<file path="src/include/opmsel_cfg.svh">
// Constants for the operation mode selector
`ifndef OPMSEL_CFG_SVH
`define OPMSEL_CFG_SVH
`define OPMSEL_SEL_EXT_PU    3'h0
`define OPMSEL_SEL_PU_FIX    3'h1
`define OPMSEL_SEL_EXT_FIX   3'h2
`define OPMSEL_SEL_COMB1     3'h3
`define OPMSEL_SEL_COMB2     3'h4
`define OPMSEL_SEL_SWITCH    3'h6
`define OPMSEL_SEL_ILOCK     3'h7
`define OPMSEL_SEL_UNSUP     3'h5
`define OPMSEL_SEL_RESET     3'h0
`define OPMSEL_FN_ILOCK      8'h0C
`define OPMSEL_FN_OSTOP      8'h18
`define OPMSEL_POL_INVERT    2'h2
`define OPMSEL_PAR_MODESEL   8'h4F
`endif

</file>
<file path="src/include/opmsel_pkg.sv">
// Types for the operation mode selector
package opmsel_pkg;
   typedef enum logic [4:0] {
      OPMSEL_EXT  = 5'h01,
      OPMSEL_PU   = 5'h02,
      OPMSEL_NET  = 5'h04,
      OPMSEL_CMB1 = 5'h08,
      OPMSEL_CMB2 = 5'h10
   } opmsel_mode_t;
   typedef struct packed {
      logic        fwd;
      logic        rev;
      logic [15:0] freq;
   } opmsel_cmd_t;
   typedef struct packed {
      logic       valid;
      logic [7:0] number;
      logic       writable_ext;
      logic       protect_ok;
   } opmsel_pwr_t;
endpackage

</file>
<file path="src/design/opmsel_top.sv">
// Operation mode selector: mode state machine and command source mux
`timescale 1ns/100ps
`include "opmsel_cfg.svh"
module opmsel_top #(
   parameter int FREQ_W = 16,
   parameter int N_ASSIGN = 5
) (
   // Clock and reset
   input  wire logic                   clock,
   input  wire logic                   reset,
   // Mode-select setting write
   input  wire logic                   mode_select_write,
   input  wire logic [2:0]             mode_select_value,
   input  wire logic                   motor_running,
   // Mode requests
   input  wire logic                   panel_ext_key,
   input  wire logic                   panel_select_key,
   input  wire logic                   net_to_ext_cmd,
   input  wire logic                   net_to_net_cmd,
   // Terminal assignment and interlock
   input  wire logic [N_ASSIGN*8-1:0]  input_function_assign_settings,
   input  wire logic [1:0]             output_stop_polarity_setting,
   input  wire logic                   panel_interlock_input,
   input  wire logic                   output_stop_input,
   // Command sources
   input  wire logic                   forward_start_input,
   input  wire logic                   reverse_start_input,
   input  wire logic                   current_input_select,
   input  wire logic                   multi_speed_active,
   input  wire logic                   jog_active,
   input  wire logic [FREQ_W-1:0]      analog_freq,
   input  wire logic [FREQ_W-1:0]      current_freq,
   input  wire logic [FREQ_W-1:0]      multi_speed_freq,
   input  wire logic [FREQ_W-1:0]      panel_freq,
   input  wire logic                   panel_fwd_key,
   input  wire logic                   panel_rev_key,
   input  wire opmsel_pkg::opmsel_cmd_t net_cmd,
   // Parameter write request
   input  wire opmsel_pkg::opmsel_pwr_t param_write,
   // Outputs
   output opmsel_pkg::opmsel_mode_t    mode,
   output logic [2:0]                  mode_select_setting,
   output opmsel_pkg::opmsel_cmd_t     drive_cmd,
   output logic                        output_stop,
   output logic                        param_write_accept,
   output logic                        param_write_reject
);
   import opmsel_pkg::*;

   generate
      if (FREQ_W != 16 || N_ASSIGN < 1) begin : g_bad_param
         $error("opmsel_top: FREQ_W must be 16 and N_ASSIGN at least 1");
      end
   endgenerate

   opmsel_mode_t next_mode;
   logic [2:0]   sel;
   logic         held_valid;
   opmsel_cmd_t  held_cmd;
   logic         init_done;

   assign sel = mode_select_setting;

   // Interlock source
   logic [N_ASSIGN-1:0] has_ilock_bits;
   logic [N_ASSIGN-1:0] has_ostop_bits;
   genvar g;
   generate
      for (g = 0; g < N_ASSIGN; g++) begin : g_assign
         assign has_ilock_bits[g] =
            input_function_assign_settings[g*8 +: 8] == `OPMSEL_FN_ILOCK;
         assign has_ostop_bits[g] =
            input_function_assign_settings[g*8 +: 8] == `OPMSEL_FN_OSTOP;
      end
   endgenerate
   wire has_ilock = |has_ilock_bits;
   wire has_ostop = |has_ostop_bits;
   wire ostop_level = (output_stop_polarity_setting == `OPMSEL_POL_INVERT) ?
                      ~output_stop_input : output_stop_input;
   wire ostop_is_ilock = ~has_ilock & has_ostop;
   wire ilock_on = has_ilock ? panel_interlock_input :
                   ostop_is_ilock ? ostop_level : 1'b1;
   wire ilock_mode = (sel == `OPMSEL_SEL_ILOCK);
   wire start_on = forward_start_input | reverse_start_input;

   // Mode-select write filter; value 5 is unsupported
   wire sel_ok = (mode_select_value != `OPMSEL_SEL_UNSUP);
   wire sel_take = mode_select_write & sel_ok & ~motor_running;

   // Mode derived purely from a fixed setting
   opmsel_mode_t fixed_mode;
   always_comb begin
      fixed_mode = OPMSEL_EXT;
      case (sel)
         `OPMSEL_SEL_PU_FIX: fixed_mode = OPMSEL_PU;
         `OPMSEL_SEL_COMB1:  fixed_mode = OPMSEL_CMB1;
         `OPMSEL_SEL_COMB2:  fixed_mode = OPMSEL_CMB2;
         default:            fixed_mode = OPMSEL_EXT;
      endcase
   end

   // Switch permissions
   wire run_ok = ~motor_running | (sel == `OPMSEL_SEL_SWITCH);
   wire may_pu = run_ok & ((sel == `OPMSEL_SEL_EXT_PU) | (sel == `OPMSEL_SEL_SWITCH) |
                 (ilock_mode & ilock_on & ~start_on));
   wire may_net = run_ok & ((sel == `OPMSEL_SEL_EXT_PU) | (sel == `OPMSEL_SEL_EXT_FIX) |
                  (sel == `OPMSEL_SEL_SWITCH) | ilock_mode);
   wire may_ext = run_ok & ((sel == `OPMSEL_SEL_EXT_PU) | (sel == `OPMSEL_SEL_EXT_FIX) |
                  (sel == `OPMSEL_SEL_SWITCH) | ilock_mode);
   wire switchable = (sel == `OPMSEL_SEL_EXT_PU) | (sel == `OPMSEL_SEL_EXT_FIX) |
                     (sel == `OPMSEL_SEL_SWITCH) | ilock_mode;

   always_comb begin
      next_mode = mode;
      if (!switchable) begin
         next_mode = fixed_mode;
      end else if (ilock_mode && !ilock_on) begin
         next_mode = OPMSEL_EXT;
      end else begin
         case (mode)
            OPMSEL_EXT: begin
               if (panel_ext_key && may_pu) begin
                  next_mode = OPMSEL_PU;
               end else if (net_to_net_cmd && may_net) begin
                  next_mode = OPMSEL_NET;
               end
            end
            OPMSEL_PU: begin
               if (panel_ext_key && may_ext) begin
                  next_mode = OPMSEL_EXT;
               end else if (net_to_net_cmd && may_net) begin
                  next_mode = OPMSEL_NET;
               end
            end
            OPMSEL_NET: begin
               if (net_to_ext_cmd && may_ext) begin
                  next_mode = OPMSEL_EXT;
               end else if (panel_select_key && may_pu) begin
                  next_mode = OPMSEL_PU;
               end
            end
            default: next_mode = OPMSEL_EXT;
         endcase
         if (sel == `OPMSEL_SEL_EXT_FIX && next_mode == OPMSEL_PU) begin
            next_mode = mode;
         end
      end
   end

   // Terminal-sourced command
   opmsel_cmd_t ext_cmd;
   wire [FREQ_W-1:0] ext_freq = multi_speed_active ? multi_speed_freq :
                              current_input_select ? current_freq : analog_freq;
   assign ext_cmd = '{fwd: forward_start_input, rev: reverse_start_input,
                      freq: ext_freq};

   // Panel-sourced command; held value carried over a running switch
   opmsel_cmd_t pu_cmd;
   assign pu_cmd = held_valid ? held_cmd :
                   '{fwd: panel_fwd_key, rev: panel_rev_key, freq: panel_freq};

   opmsel_cmd_t next_cmd;
   always_comb begin
      next_cmd = ext_cmd;
      case (mode)
         OPMSEL_EXT: next_cmd = ext_cmd;
         OPMSEL_PU:  next_cmd = pu_cmd;
         OPMSEL_NET: next_cmd = held_valid ? held_cmd : net_cmd;
         OPMSEL_CMB1: begin
            next_cmd.fwd = forward_start_input;
            next_cmd.rev = reverse_start_input;
            next_cmd.freq = multi_speed_active ? multi_speed_freq :
                            current_input_select ? current_freq : panel_freq;
         end
         OPMSEL_CMB2: begin
            next_cmd.fwd = panel_fwd_key;
            next_cmd.rev = panel_rev_key;
            next_cmd.freq = ext_freq;
         end
         default: next_cmd = ext_cmd;
      endcase
   end

   // Carry-over capture on a mode change into panel or network mode while running
   wire changing = (next_mode != mode) && motor_running;
   wire carry = changing && (next_mode == OPMSEL_PU || next_mode == OPMSEL_NET);
   wire clear_hold = (next_mode != mode) && !carry;
   // Operator input on the new source releases the carried command
   wire release_hold = (mode == OPMSEL_PU && (panel_fwd_key | panel_rev_key)) ||
                       (mode == OPMSEL_NET && net_to_net_cmd);

   // Parameter write gate
   wire pw_mode_sel = (param_write.number == `OPMSEL_PAR_MODESEL);
   wire pw_ok = pw_mode_sel ? param_write.protect_ok :
                (ilock_mode && !ilock_on) ? 1'b0 :
                (mode == OPMSEL_EXT) ? (param_write.writable_ext &
                                        param_write.protect_ok) :
                param_write.protect_ok;

   // Output stop: interlock stop in external mode, plus the plain stop input
   // Only a real interlock source stops output; the default-on case would lock it
   wire ilock_src  = has_ilock | ostop_is_ilock;
   wire ilock_stop = ilock_mode & ilock_src & ilock_on & (mode == OPMSEL_EXT);
   wire plain_stop = has_ostop & ~(ilock_mode & ostop_is_ilock) & ostop_level;
   wire next_stop  = ilock_stop | plain_stop;

   always_ff @(posedge clock) begin
      if (reset) begin
         mode_select_setting <= `OPMSEL_SEL_RESET;
         init_done <= 1'b0;
      end else begin
         init_done <= 1'b1;
         if (sel_take) begin
            mode_select_setting <= mode_select_value;
         end
      end
   end

   always_ff @(posedge clock) begin
      if (reset) begin
         mode <= OPMSEL_EXT;
      end else if (!init_done) begin
         mode <= fixed_mode;
      end else begin
         mode <= next_mode;
      end
   end

   always_ff @(posedge clock) begin
      if (reset) begin
         held_valid <= 1'b0;
         held_cmd   <= '0;
      end else if (carry) begin
         held_valid <= 1'b1;
         held_cmd   <= drive_cmd;
      end else if (clear_hold || release_hold) begin
         held_valid <= 1'b0;
      end
   end

   always_ff @(posedge clock) begin
      if (reset) begin
         drive_cmd          <= '0;
         output_stop        <= 1'b0;
         param_write_accept <= 1'b0;
         param_write_reject <= 1'b0;
      end else begin
         drive_cmd          <= next_cmd;
         output_stop        <= next_stop;
         param_write_accept <= param_write.valid & pw_ok;
         param_write_reject <= param_write.valid & ~pw_ok;
      end
   end
endmodule

</file>
<file path="config.mk">
export PLATFORM = sky130hd
export DESIGN_NAME = opmsel_top
export DESIGN_NICKNAME = d
export VERILOG_FILES = /design/src/include/opmsel_pkg.sv /design/src/design/opmsel_top.sv
export VERILOG_INCLUDE_DIRS = /design/src /design/src/include
export SDC_FILE = /design/constraint.sdc
export NUM_CORES = 1
export LEC_CHECK = 0
export BUFFER_PORTS_ARGS = -buffer_cell sky130_fd_sc_hd__buf_2
export CELL_PAD_IN_SITES_DETAIL_PLACEMENT = 0
export CELL_PAD_IN_SITES_GLOBAL_PLACEMENT = 2
export CORE_MARGIN = 3
export CORE_UTILIZATION = 25
export CTS_CLUSTER_DIAMETER = 30
export DETAILED_ROUTE_END_ITERATION = 16
export GPL_TIMING_DRIVEN = 0
export HOLD_SLACK_MARGIN = 0.02
export PLACE_DENSITY = 0.93
export SYNTH_ARGS = -nofsm -noshare
export SYNTH_HDL_FRONTEND = slang
export SYNTH_SLANG_ARGS = --single-unit
</file>
<file path="constraint.sdc">
create_clock -name clock -period 6.2 [get_ports clock]
set_input_delay 0.93 -clock clock [delete_from_list [all_inputs] [get_ports clock]]
set_output_delay 0.93 -clock clock [all_outputs]
set_load 0.02 [all_outputs]
</file>
# Yosys cells after proc, flatten, opt, wreduce, memory -nomap -nowiden
# Cells that the tools add are included.
[classes]
add_sub_neg = 0
mul = 0
div_mod_pow = 0
order_cmp = 0
eq_ne = 28
shift = 0
muxes = 29
n_bitwise = 32
n_reduce_logical = 21
[op_table]
columns = ["operator", "count"]
rows = [
  ["$pmux 18 s4", 1],
  ["$mux 16", 4],
  ["$mux 5", 11],
  ["$eq 8x4->1 const B", 5],
  ["$eq 8x5->1 const B", 5],
  ["$mux 18", 2],
  ["$pmux 5 s3", 2],
  ["$and 1x1->1", 16],
  ["$eq 5x2->1 const B", 3],
  ["$logic_and 1x1->1", 12],
  ["$eq 5x3->1 const B", 2],
  ["$or 1x1->1", 10],
  ["$reduce_or 5->1", 2],
  ["$eq 3x3->1 const B", 3],
  ["$mux 1", 9],
  ["$eq 8x7->1 const B", 1],
  ["$eq 3x2->1 const B", 2],
  ["$not 1->1", 6],
  ["$eq 5x1->1 const B", 1],
  ["$eq 5x4->1 const B", 1],
  ["$eq 5x5->1 const B", 1],
  ["$ne 5x5->1", 1],
  ["$eq 3x1->1 const B", 1],
  ["$logic_not 3->1", 1],
  ["5 further kinds", 8],
]
[word_totals]
ff_bits = 49
latch_bits = 0
ramBits = 0
mem_bits_ro = 0
inputBits = 155
out_inout_bits = 29
word_cells = 123
memories = 0

# Longest topological paths before layout
[logic_depth]
word_depth = 29
ltp_mapped = 13
mapped_depth_nobuf = 9

# Least setup slack after synthesis
# OpenSTA, ideal clock, no wires.
[synth_path]
path_kind = "input port to flip-flop"
startpoint = "input port input_function_assign_settings[9]"
endpoint = "register held_cmd[10] in the netlist's numbering"
arrival_ns = 3.046
path_slack_ns = 3.082
path_stages = 11
path_cell_list = "nor4b_2 nand2_1 o311a_1 a21bo_1 o21a_4 a311oi_2 xnor2_1 a21oi_2 buf_6 buf_12 mux2i_1"
[synth_between]
elab_chain_len = 24
word_cells_on_any_way = 33
[synth_lines]
columns = ["item", "line_no", "text"]
rows = [
  ["start, declared", "opmsel_top.sv:21", "input wire logic [N_ASSIGN*8-1:0] input_function_assign_settings,"],
  ["$eq 8x4->1 (no source line)", "--", ""],
  ["$reduce_or 5->1", "opmsel_top.sv:76", "wire has_ilock = |has_ilock_bits;"],
  ["$not 1->1", "opmsel_top.sv:80", "wire ostop_is_ilock = ~has_ilock & has_ostop;"],
  ["$and 1x1->1", "opmsel_top.sv:80", ""],
  ["$mux 1", "opmsel_top.sv:82", "ostop_is_ilock ? ostop_level : 1'b1;"],
  ["$mux 1 (*)", "opmsel_top.sv:81", "wire ilock_on = has_ilock ? panel_interlock_input :"],
  ["$and 1x1->1 (2 in series)", "opmsel_top.sv:105", "(ilock_mode & ilock_on & ~start_on));"],
  ["$or 1x1->1", "opmsel_top.sv:104", "wire may_pu = run_ok & ((sel == `OPMSEL_SEL_EXT_PU) | (sel == `OPMSEL_SEL_SWITCH) |"],
  ["[7 not listed]", "--", ""],
  ["$eq 5x2->1", "opmsel_top.sv:144", "if (sel == `OPMSEL_SEL_EXT_FIX && next_mode == OPMSEL_PU) begin"],
  ["$logic_and 1x1->1", "opmsel_top.sv:144", ""],
  ["$mux 5", "opmsel_top.sv:144", ""],
  ["$mux 5 (*)", "opmsel_top.sv:117", "end else if (ilock_mode && !ilock_on) begin"],
  ["$mux 5 (*)", "opmsel_top.sv:115", "if (!switchable) begin"],
  ["$ne 5x5->1 (tied with other cells)", "opmsel_top.sv:185", "wire changing = (next_mode != mode) && motor_running;"],
  ["$logic_and 1x1->1 / $logic_or 1x1->1 (equally long branches)", "opmsel_top.sv:185, opmsel_top.sv:186", ""],
  ["$logic_and 1x1->1 (*)", "opmsel_top.sv:186", "wire carry = changing && (next_mode == OPMSEL_PU || next_mode == OPMSEL_NET);"],
  ["end signal, assigned", "opmsel_top.sv:235", "held_cmd <= drive_cmd;"],
  ["end, declared", "opmsel_top.sv:59", "opmsel_cmd_t held_cmd;"],
]
# Every way passes the cells marked *; elsewhere a longest branch is shown, timed or not. The select of a mux whose other input is x is not followed.
# A chain may end at the register's enable or synchronous reset.

# Final worst setup path
[layout_path]
startpoint = "input port input_function_assign_settings[33]"
endpoint = "register held_cmd[7] in the netlist's numbering"
# The elaborated chain is that of the path after synthesis.

==> impl_metrics.yaml <==
worst_setup_path:
  reg2reg_depth: 12
  cp_cell_sequence: "buf_2 > nor4b_1 > nand4b_1 > o311a_1 > a21bo_1 > o21a_4 > a311oi_2 > xnor2_1 > a21oi_2 > buf_6 > buf_12 > mux2i_1"
  crit_fanout: 10
  cp_slowest_stage_delay_ps: 410
  critPathBufInv: 3
  arrival_ps: 3530
  startpoint_type: "input pin"
  critPathSlowestCell: "nor4b_1"
  crit_path_end_kind: "flip-flop"
  critPathTopFamily: "compound AO/OA/AOI/OAI gates"
  path_depth: 12
  worstPathRequired_ps: 6420
  critPathKind: "in -> reg"
placement:
  place_area_um2: 4610
  routabilityCongestion: 0.919
  hpwl_mm: 10.9
  dp_cells: 834
  portBuffers: 182
sta:
  rsz0062_at_grt: "false"
  totalNegativeSetupSlack_ps: 0
  whs_ps: 463
  period_share_pct: 53.4
  slew_headroom_pct: 53.0
  hold_viol: 0
  worst_pin_slew_ps: 698
  clock.fmax_mhz: 302
  setup_violations: 0
  fin_crit_ps: 3310
  finalClockSkew_ps: 10.2
  slew_viol_final: 0
final_layout:
  syn_to_final_growth_pct: 37.0
  mostFrequentLayoutCells: "188 x buf_2, 54 x nand2_1, 49 x dfxtp_1, 47 x a21oi_1, 36 x nor2_1"
  utilization_pct: 35.6
  drive_gt1_share_pct: 31.7
  final_common_cell: "buf_2"
  final_cells: 843
  final_area_um2: 4760
  nets: 820
synth:
  synth_top_family_by_area: "compound AO/OA/AOI/OAI gates"
  ys_ff_latch: 49
  synthXorXnorAreaFrac_pct: 1.01
  ys.flop_type: "dfxtp_1"
  synth_top_area_cell: "dfxtp_1"
  synth_compound_area_share_pct: 32.0
  async_flop_share_pct: 0
  synthAdderAreaFrac_pct: 0
  synth_mux_area_share_pct: 5.18
  syn-num-nets: 631
  syn_avg_cell_area_um2: 7.30
  syn_area_um2: 3480
  ys_seq_area_share_pct: 28.2
  synth_cell_types: 62
  synth-simple-area-share_pct: 25.3
  synth_top_area_share_pct: 28.2
  synth_edf_count: 0
  synth_area_leaders: "dfxtp_1 28%, a21oi_1 6.8%, a22oi_1 6.0%"
  yosys_warnings: 0
  synth_cells: 476
grt:
  grt_pass1_wl_mm: 20.7
  grtUsageTotal_pct: 17.1
  grt_max_degree: 19
  gr-total-overflow: 0
  grt_pass1_vias: 4168
  antenna_found_initial: 0
clock_tree:
  cts-root-buf: "clkbuf_16"
  post_cts_buffers: 0
  clock_sinks: 49
  cts_resized: 0
  clk_pin_slew_ps: 70
  clock_latency_ps: 300
  cts_tree: "built"
  clk_path_buf_depth: 2
  cts_hold_buf: 0
  h-tree-depth: 2
  cts_buffers: 5
route:
  wl_per_cell_um: 16.4
  first_pass_iters: 4
  wl_mm: 13.8
  ant_nets: 0
  vias_per_cell: 5.08
  drtIter0Drc: 233
  drc: 0
  vias: 4286
power:
  power_frac_seq_pct: 38.5
  peakVddDrop_v: 0.000109
  p_sw_share_pct: 32.7
  switching_power_mw: 0.294
  p_leak_nw: 2.13
  p_per_area_nw_per_um2: 188
  p_int_mw: 0.603
  p_clk_share_pct: 32.7
  power_frac_comb_pct: 28.8
hold_path:
  min_delay_path_depth: 2
  holdCritPathClass: "reg -> reg"
die:
  dieArea_um2: 15400
  rows: 42
  io_pins: 184
  dieHeight_um: 124
  start_util_pct: 25.9
  die_w_um: 124
  core_area_um2: 13400
job:
  cap_violations: 0
outcome:
  outcome: "finished clean"
state kept, by name, indices dropped and copies added, names as in the netlist:
register	flops
drive_cmd	18
held_cmd	18
held_valid	1
init_done	1
mode	5
mode_select_setting	3
output_stop	1
param_write_accept	1
param_write_reject	1
metal layers:
metal / part of all wire [%] / global-route usage, %
met1: 44 / 22.8
met2: 49 / 28.5
met3: 6.1 / 3.18
met4: 1.2 / 4.24
met5: 0 / 0
area by class of cell:
cell class	instances	area, um^2
Fill cell	1478	8640
Multi-Input combinational cell	360	2210
Sequential cell	49	981
Timing Repair Buffer	182	911
Tap cell	176	220
Buffer	36	170
Clock buffer	5	125
Inverter	31	116
Clock inverter	3	28.8
Antenna cell	1	2.50
stage by stage:
stage	worst slack (ps)	power, mW
2_1_floorplan	3080	0.501
6_report	2890	0.896
5_1_grt	2710	0.941
3_3_place_gp	2630	0.606
4_1_cts	2880	0.899
3_5_place_dp	2580	0.609
power groups by stage:
| stage | Sequential [mW] | Combinational [mW] | Clock, mW |
|---|---|---|---|
| finish | 0.345 | 0.258 | 0.293 |
| global route | 0.347 | 0.284 | 0.310 |
| CTS | 0.345 | 0.258 | 0.296 |
| detailed placement | 0.352 | 0.257 | 0 |
| global placement | 0.351 | 0.255 | 0 |
| floorplan | 0.366 | 0.136 | 0 |
worst min-delay path: cells and delay by family (launching register included):
family,cells,cell delay (ps)
multiplexers,1,50
AND/OR/NAND/NOR,1,50
flip-flops,1,320
cell families (layout without fill, tap and decap cells):
family / count (synthesis) / count (layout)
flip-flops: 49 / 49
other: 0 / 1
multiplexers: 18 / 18
buffers and inverters: 67 / 257
XOR/XNOR: 4 / 4
AO/OA/AOI/OAI: 165 / 165
AND/OR/NAND/NOR: 173 / 173
synth_stat cells, drive strengths merged (2+ instances only):
cell,count
a211oi,2
a21o,3
a21oi,48
a222oi,2
a22o,7
a22oi,28
a31oi,9
a32oi,8
and2,8
and3,7
buf,11
clkbuf,25
dfxtp,49
inv,30
mux2i,18
nand2,54
nand2b,11
nand3,13
nand4,2
nand4b,6
nor2,38
nor2b,7
nor3,9
nor3b,3
nor4,2
nor4b,5
o211ai,2
o21ai,30
o221a,2
o221ai,6
o31a,2
o32a,2
or2,2
or3,3
xnor2,3
worst paths after layout:
kind	from	to	slack, ps
min reg2reg	held_cmd[12]$_SDFFE_PP0P_	held_cmd[12]$_SDFFE_PP0P_	460
min	held_cmd[12]$_SDFFE_PP0P_	held_cmd[12]$_SDFFE_PP0P_	460
max reg2reg	mode[1]$_SDFF_PP0_	held_cmd[7]$_SDFFE_PP0P_	3160
max	input_function_assign_settings[33]	held_cmd[7]$_SDFFE_PP0P_	2890
Note: power is estimated with default switching activity, not from simulation.
